**config.mk**
```make
export PLATFORM = sky130hd
export DESIGN_NAME = cnid_core
export DESIGN_NICKNAME = d
export VERILOG_FILES = /design/src/core/cnid_pkg.sv /design/src/core/cnid_core.sv /design/src/core/cnid_sync.sv
export SDC_FILE = /design/constraint.sdc
export NUM_CORES = 1
export LEC_CHECK = 0
export BUFFER_PORTS_ARGS = -buffer_cell sky130_fd_sc_hd__buf_4
export CORE_MARGIN = 10
export CORE_UTILIZATION = 32
export CTS_CLUSTER_SIZE = 28
export DETAILED_ROUTE_END_ITERATION = 10
export MAX_ROUTING_LAYER = met4
export PLACE_DENSITY = 0.62
export REMOVE_ABC_BUFFERS = 1
export SETUP_SLACK_MARGIN = 0.1
export SLEW_MARGIN = 20
export SYNTH_ARGS = -nofsm -noshare
export SYNTH_HDL_FRONTEND = slang
export SYNTH_HIERARCHICAL = 1
export SYNTH_SLANG_ARGS = --single-unit
```
**constraint.sdc**
```tcl
create_clock -name clk_in -period 2.61 [get_ports clk_in]
set_input_delay 0.522 -clock clk_in [delete_from_list [all_inputs] [get_ports clk_in]]
set_output_delay 0.522 -clock clk_in [all_outputs]
set_load 0.02 [all_outputs]
```
**src/core/cnid_pkg.sv**
```systemverilog
// Shared constants for the CAN node identifier assignment block
package cnid_pkg;
  // Identifier widths and the factory identifier
  localparam int          ID_W           = 16;
  localparam logic [15:0] DEFAULT_ID     = 16'h006e;
  localparam logic [3:0]  SW_MAX         = 4'h9;
  // Assignment frame and network-management frame layout
  localparam logic [10:0] ASSIGN_COB_ID  = 11'h7f2;
  localparam logic [10:0] NMT_COB_ID     = 11'h000;
  localparam logic [7:0]  NMT_START      = 8'h01;
  localparam logic [7:0]  NMT_RESET_NODE = 8'h81;
  localparam logic [7:0]  NMT_RESET_COMM = 8'h82;
  localparam logic [7:0]  NMT_ALL_NODES  = 8'h00;
  localparam int          ZERO_BYTES     = 4;
  localparam int          ID_LO_BYTE     = 4;
  localparam int          ID_HI_BYTE     = 5;
  // Register bus map, byte addresses
  localparam int          ADDR_W         = 8;
  localparam logic [7:0]  CTRL_ADDR      = 8'h00;
  localparam logic [7:0]  STATUS_ADDR    = 8'h04;
  localparam logic [7:0]  ACTIVE_ADDR    = 8'h08;
  localparam logic [7:0]  PENDING_ADDR   = 8'h0c;
  localparam logic [7:0]  CONFIRM_ADDR   = 8'h10;
  // Control register fields and reset value
  localparam int          CTRL_REMOTE_EN = 0;
  localparam int          CTRL_LOCAL_ON  = 1;
  localparam logic [1:0]  CTRL_RESET     = 2'h0;
  // Status register fields
  localparam int          ST_MODE        = 0;
  localparam int          ST_POWER       = 1;
  localparam int          ST_CONFIRMED   = 2;
  localparam int          ST_LOADED      = 3;
  localparam int          ST_SW_LSB      = 4;
  // Display blink timing
  localparam int          CLK_HZ         = 125_000_000;
  localparam int          BLINK_HALF_MS  = 500;
  localparam int          BLINK_CYCLES   = BLINK_HALF_MS * (CLK_HZ / 1000);
  localparam int          SYNC_STAGES    = 3;
  // Boot wait spans the switch synchroniser and its agreement stage
  localparam int          BOOT_CYCLES    = SYNC_STAGES + 2;
  // Block states
  typedef enum logic [1:0] {CNID_BOOT, CNID_RUN, CNID_ASSIGN} cnid_state_t;
endpackage : cnid_pkg

```
**src/core/cnid_core.sv**
```systemverilog
// Node identifier assignment logic of a CAN connection box
// How it works
// - With nothing else assigned, the node identifier is 110.
// - Switch at zero allows identifier change over the bus.
// - Switch at 1 to 9 gives identifier 110 plus switch value.
// - Assignment frame is 0x7F2, bytes 0-3 zero, new identifier bytes 4-5.
// - Assignment frame with any non-zero byte among bytes 0-3 is discarded.
// - Assignment frame is discarded while the switch is not zero.
// - Valid frame enters assignment mode, display blinks pending identifier.
// - Button press in assignment mode confirms pending identifier.
// - Mode held until confirmation, reset-communication or reset-node command.
// - No normal bus communication while in assignment mode.
// - Reset-communication leaves the mode, all other state unchanged.
// - Confirmed identifier used only after power cycle or reset-node.
// - With remote power-up enabled, switch-on command over CAN boots device.
`timescale 1ns/1ps
module cnid_core
  import cnid_pkg::*;
#(
  parameter int BLINK_COUNT = BLINK_CYCLES
) (
  input  wire logic              clk_in,
  input  wire logic              resetn_in,
  // Register port
  input  wire logic [ADDR_W-1:0] reg_addr_in,
  input  wire logic [31:0]       reg_wdata_in,
  input  wire logic              reg_wr_in,
  input  wire logic              reg_rd_in,
  output logic      [31:0]       reg_rdata_out,
  // Received frames from the CAN controller
  input  wire logic              rx_valid_in,
  input  wire logic [10:0]       rx_cob_id_in,
  input  wire logic [63:0]       rx_data_in,
  // Front panel
  input  wire logic [3:0]        sw_pin_in,
  input  wire logic              set_button_in,
  output logic      [ID_W-1:0]   display_id_out,
  output logic                   display_on_out,
  // Non-volatile identifier store
  input  wire logic              nv_valid_in,
  input  wire logic [ID_W-1:0]   nv_id_in,
  output logic                   nv_write_out,
  output logic      [ID_W-1:0]   nv_id_out,
  // Node state towards the rest of the box
  output logic      [ID_W-1:0]   node_id_out,
  output logic                   comm_enable_out,
  output logic                   power_on_out
);
  cnid_state_t     state_reg;
  cnid_state_t     state_next;
  logic [ID_W-1:0] active_id_reg;
  logic [ID_W-1:0] pending_id_reg;
  logic [ID_W-1:0] confirmed_id_reg;
  logic            confirmed_reg;
  logic            power_on_reg;
  logic [1:0]      ctrl_reg;
  logic [31:0]     rdata_reg;
  logic            nv_write_reg;
  logic [ID_W-1:0] nv_id_reg;
  logic            btn_prev_reg;
  logic [31:0]     blink_cnt_reg;
  logic            blink_reg;
  logic [2:0]      boot_cnt_reg;
  logic [3:0]      sw_level;
  logic            btn_level;

  // Switch and button come from the panel, so they cross into this clock
  cnid_sync #(.WIDTH(4)) u_sw_sync (
    .clk_in    (clk_in),
    .resetn_in (resetn_in),
    .pin_in    (sw_pin_in),
    .level_out (sw_level)
  );
  cnid_sync #(.WIDTH(1)) u_btn_sync (
    .clk_in    (clk_in),
    .resetn_in (resetn_in),
    .pin_in    (set_button_in),
    .level_out (btn_level)
  );

  // Frame decode
  wire        in_mode     = (state_reg == CNID_ASSIGN);
  wire        in_run      = (state_reg == CNID_RUN);
  wire        sw_zero     = (sw_level == 4'h0);
  wire        sw_in_range = !sw_zero && (sw_level <= SW_MAX);
  wire [31:0] lead_bytes  = rx_data_in[ZERO_BYTES*8-1:0];
  wire [ID_W-1:0] frame_id = {rx_data_in[ID_HI_BYTE*8 +: 8], rx_data_in[ID_LO_BYTE*8 +: 8]};
  wire        is_assign   = rx_valid_in && (rx_cob_id_in == ASSIGN_COB_ID);
  wire        is_nmt      = rx_valid_in && (rx_cob_id_in == NMT_COB_ID);
  wire [7:0]  nmt_cmd     = rx_data_in[7:0];
  wire [7:0]  nmt_node    = rx_data_in[15:8];
  wire        nmt_for_us  = (nmt_node == NMT_ALL_NODES) || (nmt_node == active_id_reg[7:0]);
  wire        nmt_hit     = is_nmt && nmt_for_us && (state_reg != CNID_BOOT);
  wire        reset_comm  = nmt_hit && (nmt_cmd == NMT_RESET_COMM);
  wire        reset_node  = nmt_hit && (nmt_cmd == NMT_RESET_NODE);
  wire        switch_on   = nmt_hit && in_run && (nmt_cmd == NMT_START);
  wire        accept      = is_assign && in_run && (lead_bytes == 32'h0) && sw_zero;
  wire        btn_press   = btn_level && !btn_prev_reg;
  wire        confirm     = in_mode && btn_press;
  wire        load_id     = (state_reg == CNID_BOOT) || reset_node;
  // Last boot cycle; the switch level has settled by then
  wire        boot_done   = (boot_cnt_reg == 3'(BOOT_CYCLES - 1));

  // Identifier chosen at boot or reset-node
  // switch value first, then confirmed, then stored, else factory default
  wire [ID_W-1:0] load_value =
      sw_in_range   ? (DEFAULT_ID + {12'h000, sw_level}) :
      confirmed_reg ? confirmed_id_reg :
      nv_valid_in   ? nv_id_in : DEFAULT_ID;

  // Mode sequencing
  // enter on valid frame
  always_comb begin
    state_next = state_reg;
    case (state_reg)
      CNID_BOOT: begin
        if (boot_done) begin
          state_next = CNID_RUN;
        end
      end
      CNID_RUN: begin
        if (accept) begin
          state_next = CNID_ASSIGN;
        end
      end
      CNID_ASSIGN: begin
        if (confirm || reset_comm || reset_node) begin
          state_next = CNID_RUN;
        end
      end
      default: begin
        state_next = CNID_BOOT;
      end
    endcase
  end

  // State and identifier registers; boot value is caught after reset release
  always_ff @(posedge clk_in or negedge resetn_in) begin
    if (!resetn_in) begin
      state_reg     <= CNID_BOOT;
      active_id_reg <= DEFAULT_ID;
      btn_prev_reg  <= 1'b0;
    end else begin
      state_reg     <= state_next;
      btn_prev_reg  <= btn_level;
      if (load_id) begin
        active_id_reg <= load_value;
      end
    end
  end

  // boot waits for the switch
  // Loading at the first edge would miss a switch set before power-up
  always_ff @(posedge clk_in or negedge resetn_in) begin
    if (!resetn_in) begin
      boot_cnt_reg <= 3'h0;
    end else if (state_reg == CNID_BOOT) begin
      boot_cnt_reg <= boot_cnt_reg + 3'h1;
    end
  end

  // Pending identifier captured from the accepted frame
  always_ff @(posedge clk_in or negedge resetn_in) begin
    if (!resetn_in) begin
      pending_id_reg <= DEFAULT_ID;
    end else if (accept) begin
      pending_id_reg <= frame_id;
    end
  end

  always_ff @(posedge clk_in or negedge resetn_in) begin
    if (!resetn_in) begin
      confirmed_id_reg <= DEFAULT_ID;
      confirmed_reg    <= 1'b0;
      nv_write_reg     <= 1'b0;
      nv_id_reg        <= DEFAULT_ID;
    end else begin
      nv_write_reg <= confirm;
      if (confirm) begin
        confirmed_id_reg <= pending_id_reg;
        confirmed_reg    <= 1'b1;
        nv_id_reg        <= pending_id_reg;
      end
    end
  end

  always_ff @(posedge clk_in or negedge resetn_in) begin
    if (!resetn_in) begin
      power_on_reg <= 1'b0;
    end else if ((switch_on && ctrl_reg[CTRL_REMOTE_EN]) || ctrl_reg[CTRL_LOCAL_ON]) begin
      power_on_reg <= 1'b1;
    end
  end

  // Blink timer; held clear outside the mode so the pending value shows at once
  wire blink_wrap = (blink_cnt_reg == 32'(BLINK_COUNT - 1));
  always_ff @(posedge clk_in or negedge resetn_in) begin
    if (!resetn_in) begin
      blink_cnt_reg <= 32'h0;
      blink_reg     <= 1'b1;
    end else if (!in_mode || blink_wrap) begin
      blink_cnt_reg <= 32'h0;
      blink_reg     <= in_mode ? !blink_reg : 1'b1;
    end else begin
      blink_cnt_reg <= blink_cnt_reg + 32'h1;
    end
  end

  // Register write
  wire wr_ctrl = reg_wr_in && (reg_addr_in == CTRL_ADDR);
  always_ff @(posedge clk_in or negedge resetn_in) begin
    if (!resetn_in) begin
      ctrl_reg <= CTRL_RESET;
    end else if (wr_ctrl) begin
      ctrl_reg <= reg_wdata_in[1:0];
    end
  end

  // Register read decode; unmapped addresses read zero
  wire [31:0] status_word = {24'h0, sw_level, !in_run && !in_mode, confirmed_reg,
                             power_on_reg, in_mode};
  wire [31:0] rd_mux =
      (reg_addr_in == CTRL_ADDR)    ? {30'h0, ctrl_reg} :
      (reg_addr_in == STATUS_ADDR)  ? {status_word[31:4], status_word[3] ^ 1'b1,
                                       status_word[2:0]} :
      (reg_addr_in == ACTIVE_ADDR)  ? {16'h0, active_id_reg} :
      (reg_addr_in == PENDING_ADDR) ? {16'h0, pending_id_reg} :
      (reg_addr_in == CONFIRM_ADDR) ? {16'h0, confirmed_id_reg} : 32'h0;

  // Read data stand only in the cycle after the strobe
  always_ff @(posedge clk_in or negedge resetn_in) begin
    if (!resetn_in) begin
      rdata_reg <= 32'h0;
    end else begin
      rdata_reg <= reg_rd_in ? rd_mux : 32'h0;
    end
  end

  // Outputs
  assign reg_rdata_out   = rdata_reg;
  assign node_id_out     = active_id_reg;
  assign display_id_out  = in_mode ? pending_id_reg : active_id_reg;
  assign display_on_out  = blink_reg;
  assign comm_enable_out = in_run && power_on_reg;
  assign power_on_out    = power_on_reg;
  assign nv_write_out    = nv_write_reg;
  assign nv_id_out       = nv_id_reg;
endmodule : cnid_core

```
**src/core/cnid_sync.sv**
```systemverilog
// Three-stage pin synchroniser with agreement filter
`timescale 1ns/1ps
module cnid_sync #(
  parameter int WIDTH = 1
) (
  input  wire logic             clk_in,
  input  wire logic             resetn_in,
  input  wire logic [WIDTH-1:0] pin_in,
  output logic      [WIDTH-1:0] level_out
);
  logic [WIDTH-1:0] s1_reg;
  logic [WIDTH-1:0] s2_reg;
  logic [WIDTH-1:0] s3_reg;
  logic [WIDTH-1:0] level_reg;
  logic [WIDTH-1:0] level_next;

  // Accept a new level only when stages two and three agree
  assign level_next = (s2_reg == s3_reg) ? s3_reg : level_reg;
  assign level_out  = level_reg;

  // First stage feeds only the second, to keep metastability contained
  always_ff @(posedge clk_in or negedge resetn_in) begin
    if (!resetn_in) begin
      s1_reg    <= '0;
      s2_reg    <= '0;
      s3_reg    <= '0;
      level_reg <= '0;
    end else begin
      s1_reg    <= pin_in;
      s2_reg    <= s1_reg;
      s3_reg    <= s2_reg;
      level_reg <= level_next;
    end
  end
endmodule : cnid_sync

```
== Yosys cells after proc, flatten, opt, wreduce, memory -nomap -nowiden ==
Index checks and enable logic that the tools add are counted.
Word-level totals
  output and inout port bits: 84
  bits in registers: 128
Operators by class
  eq/ne operators: 18
  magnitude comparators: 1
  mux-type cells: 16
  $add $sub $neg: 3
  bitwise logic cells: 1
  reduce and logical (&&, ||, !) cells: 37
Operator list (count)
  16-bit 2-to-1 mux: 10
  32-bit by 1-bit adder with 32-bit output, second input constant: 1
  32-bit by 26-bit == test with 1-bit output, second input constant: 1
  32-bit zero test: 1
  32-bit 2-to-1 mux: 1
  1-bit logical AND: 18
  8-bit by 4-bit == test with 1-bit output, second input constant: 2
  8-bit == test, second input constant: 2
  8-bit zero test: 2
  11-bit == test, second input constant: 1
  11-bit zero test: 1
  7-bit by 4-bit adder with 8-bit output, first input constant: 1
  8-bit by 1-bit == test with 1-bit output, second input constant: 1
  8-bit by 3-bit == test with 1-bit output, second input constant: 1
  8-bit by 5-bit == test with 1-bit output, second input constant: 1
  8-bit == test: 1
  1-bit logical OR: 6
  2-bit 2-to-1 mux: 3
  2-bit one-hot mux with 3 select lines: 1
  1-bit zero test: 5
  4-bit == test: 1
  4-bit less-or-equal comparator, second input constant: 1
  4-bit zero test: 1
  2-bit by 1-bit inequality test with 1-bit output, second input constant: 2
  other kinds (11): 11

== Logic depth before layout (Yosys ltp) ==
  depth in word-level cells: 9
  depth in mapped cells: 9
  mapped depth without buffers: 7

== Modules after synthesis ==
The synthesis kept the hierarchy.
By module, submodules not included
  cnid_core: sequential area each 2722.6 µm², cells an instance 551, instances 1, area an instance 5676.7 µm²
  cnid_sync (u_sw_sync): sequential area each 400.4 µm², cells an instance 25, instances 1, area an instance 493.0 µm²
  cnid_sync (u_btn_sync): sequential area each 100.1 µm², cells an instance 5, instances 1, area an instance 111.4 µm²

== Worst setup path after synthesis ==
OpenSTA, ideal clock, no wires.
  kind: register to register
  from: reg state_reg[0]
  to: reg active_id_reg[10], in the netlist node_id_out[10]
  period minus slack after synthesis: 2.534 ns
  slack: 0.076 ns
  arrival time: 2.409 ns
  setup time: 0.125 ns
  cell stages (with the launch flop): 10
  cell sequence: dfrtp_1 -> inv_1 -> ha_1 -> buf_6 -> or4_4 -> nor4_4 -> and4_4 -> a31oi_4 -> buf_6 -> mux2_4
Between the ends
  cells in the longest elaborated chain, start to end: 4
  elaborated cells between the ends (all ways): 5
  those cells by class: reduce/logical (5)
Ends and longest elaborated chain
  start: declaration: line cnid_core.sv:49  | cnid_state_t state_reg;
  start signal: assignment: line cnid_core.sv:144  | state_reg <= state_next;
  2-bit nonzero test: line cnid_core.sv:93  | wire nmt_hit = is_nmt && nmt_for_us && (state_reg != CNID_BOOT);
  1-bit logical AND: line cnid_core.sv:93
  1-bit logical AND: line cnid_core.sv:95  | wire reset_node = nmt_hit && (nmt_cmd == NMT_RESET_NODE);
  1-bit logical OR (*): line cnid_core.sv:100  | wire load_id = (state_reg == CNID_BOOT) || reset_node;
  end signal: assignment: line cnid_core.sv:147  | active_id_reg <= load_value;
  end: declaration: line cnid_core.sv:51  | logic [ID_W-1:0] active_id_reg;
Mark *: on every way between the ends. The rest lies on a longest branch, timed or not.
A chain may end at the register's enable or synchronous reset.

== Worst setup path in the final report ==
  from: reg state_reg[0]
  to: out display_id_out[12]
Between the ends
  cells in the longest elaborated chain, start to end: 2
Ends and longest elaborated chain
  2-bit == test: line cnid_core.sv:82  | wire in_mode = (state_reg == CNID_ASSIGN);
  16-bit 2-to-1 mux: line cnid_core.sv:242  | assign display_id_out = in_mode ? pending_id_reg : active_id_reg;
  end: declaration: line cnid_core.sv:37  | output logic [ID_W-1:0] display_id_out,
No other way between the ends.

==> impl_metrics.yaml <==
outcome:
  run_status: "finished, final reports clean"
logic_synthesis:
  synth_top_flop_cell: "dfrtp_1"
  async_flop_share: 1.00
  netlist_instances: 581
  yosysTopAreaCell: "dfrtp_1"
  ys_ff_latch: 128
  syn_area_per_cell_sq_um: 10.8
  ys_types: 53
  yosys-top-cells-area: "dfrtp_1 45%, mux2_2 8.2%, dfstp_2 6.7%"
  synth_seq_area_share: 0.513
  yosysTopAreaCellShare: 0.446
  yosys_warnings: 6
  synth_edf_count: 0
  syn_area_sq_um: 6280
timing:
  fin_crit_sh: 0.925
  min_period_ps: 2410
  setup_viol: 0
  worstMarginPinSlew_ps: 690
  rsz0062_at_grt: "no"
  slew_headroom: 0.540
  slew_violations: 0
  finalSetupTns_ps: 0
  max_freq_ghz: 0.414
  fin_skew_ps: 9.04
  hold_viol_final: 0
  fin_hold_ws_ps: 71.0
pwr:
  powerDensity_nw_per_um2: 653
  max-vdd-ir-drop_uv: 422
  power.leakage_nw: 4.00
clock_network:
  clock_path_buffers: 2
  cts_tree: "done"
  numCtsBuffers: 17
  cts_root_buf: "clkbuf_16"
  cts_hold_buf: 0
  cts_num_sinks: 128
  ctsHtreeMaxLevel: 4
  path_clk_slew_ps: 60
  clk_latency_ps: 420
final_layout:
  antenna_cells: 0
  syn_to_final_growth_pct: 36.5
  final_util: 0.442
  fillers: 1890
  drive_above_1_share: 0.396
  layout.nets: 921
  largest_reg_flops: 32
floorplanning:
  die-area_sq_um: 25600
  initial_core_util: 0.324
  placementRows: 51
  core_sq_um: 19400
  ios: 226
  die_h_microns: 160
  die_w_microns: 160
detailed_routing:
  postRouteAntennaNets: 0
  firstDrtPassIters: 6
  first_iter_violations: 408
  avgViaCountPerCell: 4.83
  dr_total_vias: 5059
  drt_wl_total_mm: 19.1
  drc: 0
  wire_per_inst_microns: 18.3
global_routing:
  first_global_vias: 5217
  grt_overflow: 0
  grt_max_degree: 54
  grt_pass1_wl_mm: 29.3
  antenna_found_initial: 0
  grt_util_all_layers: 0.149
critical_path:
  cp.required_ps: 2090
  crit_slowest_cell: "mux2_2"
  crit_chain: "inv_1, ha_1, buf_4, mux2_2, buf_4"
  worstPathArrival_ps: 1890
  crit_top_cell: "buf_4"
  start_kind: "flip-flop"
  worstPathMaxFanout: 14
  cpPeakStageDelay_ps: 380
  cp-end-kind: "output port"
  path_class: "flip-flop to output port"
place:
  dp_hpwl_mm: 14.0
  gp_congestion: 0.891
  io_buffer_count: 163
hold_path:
  hold_class: "input port to asynchronous set/reset pin"
job:
  maxCapViolations: 0
placed cells by master, fill, tap and decap left out, drive strengths merged, types with 3 or more instances in the layout:
master	count
buf	192
bufinv	3
dfstp	16
a222oi	9
o22ai	5
conb	16
clkbuf	25
nand2b	3
a31oi	3
and3b	3
nand2	71
or4	3
ha	9
xnor2	33
xor2	14
nor4	12
a22oi	22
nor3	12
clkinvlp	3
nand3	17
a21oi	8
dfrtp	112
and3	6
o21ai	7
mux2	56
inv	14
nand4	15
nor2	69
logic make-up (layout without fill, tap and decap cells):
logic type | count (synthesis) | count (layout) | synth area share
buffers and inverters | 52 | 239 | 0.0454
other | 1 | 16 | 0.000597
adders and majority gates | 10 | 10 | 0.0197
muxes | 58 | 58 | 0.110
AOI/OAI and AO/OA | 62 | 62 | 0.0751
xor gates and xnor gates | 47 | 47 | 0.0655
DFF | 128 | 128 | 0.513
and+or+nand+nor | 223 | 223 | 0.171
final cells by class:
class / instances / area (sq um) / share of cell area
clock buffers: 24 / 502 / 0.0585
well taps: 265 / 332 / 0.0387
inverters: 14 / 52.6 / 0.00613
flip-flops and latches: 128 / 3220 / 0.376
repair buffers: 193 / 1500 / 0.175
clock inverters: 8 / 126 / 0.0147
multi-input cells: 416 / 2840 / 0.331
synth_stat cells (all sizes together) (2+ instances only):
master,number
o21a,2
o21ai,7
a222oi,9
nand4,15
nand2b,3
nor2b,2
a221oi,2
nor3,12
nor4,12
mux2i,2
buf,25
o22ai,5
nor4b,2
nand3,17
nor2,69
and3,6
and3b,3
a21oi,8
clkbuf,13
inv,14
nand2,71
or2,2
mux2,56
or4,3
a22oi,22
and2,2
ha,9
xor2,14
dfstp,16
xnor2,33
dfrtp,112
a31oi,3
per-stage QoR:
stage	setup WS (ps)	instances	power [mW]	instance area, sq um
floorplan	51.4	558	2.66	6100
global placement	147	1013	3.14	7910
detailed placement	120	1013	3.14	7910
CTS	119	1045	5.65	8530
global route	89.1	1048	5.82	8580
finish	197	1048	5.60	8580
final timing paths:
| check | slack, ps | endpoint | depth (start not counted) | from |
|---|---|---|---|---|
| setup / recovery | 200 | display_id_out[12] | 5 | state_reg[0] |
| hold / removal | 70 | pending_id_reg[0] | 1 | resetn_in |
| setup reg to reg | 200 | node_id_out[13] | 8 | state_reg[1] |
| hold reg to reg | 350 | u_sw_sync/s2_reg[2] | 0 | u_sw_sync/s1_reg[2] |
| max in group asynchronous | 1780 | nv_id_out[1] | 2 | resetn_in |
| min in group clk_in | 210 | u_sw_sync/s1_reg[0] | 1 | sw_pin_in[0] |
worst max-delay path: cells and delay by family (launching register included):
family                     cells  cell delay [ps]
buffers and inverters          3              530
adders and majority gates      1              180
DFF                            1              370
muxes                          1              380
power by group:
group / switching, mW / total (mW) / internal (mW)
combinational: 0.486 / 0.921 / 0.435
sequential: 0.100 / 2.19 / 2.09
clock: 0.859 / 2.49 / 1.63
repair_timing:
| action | CTS | global route |
|---|---|---|
| resized for setup | 0 | 2 |
| buffers inserted | 0 | 2 |
| endpoints found under the setup margin | 0 | 12 |
per-layer routing:
layer,up-vias,part of all wire,track usage
met5,-,0,-
met4,0,0.012,0.0451
met3,20,0.068,0.0437
met2,201,0.49,0.231
met1,2451,0.43,0.184
li1,2387,-,-
No activity file was read; power rests on OpenSTA's default activity.
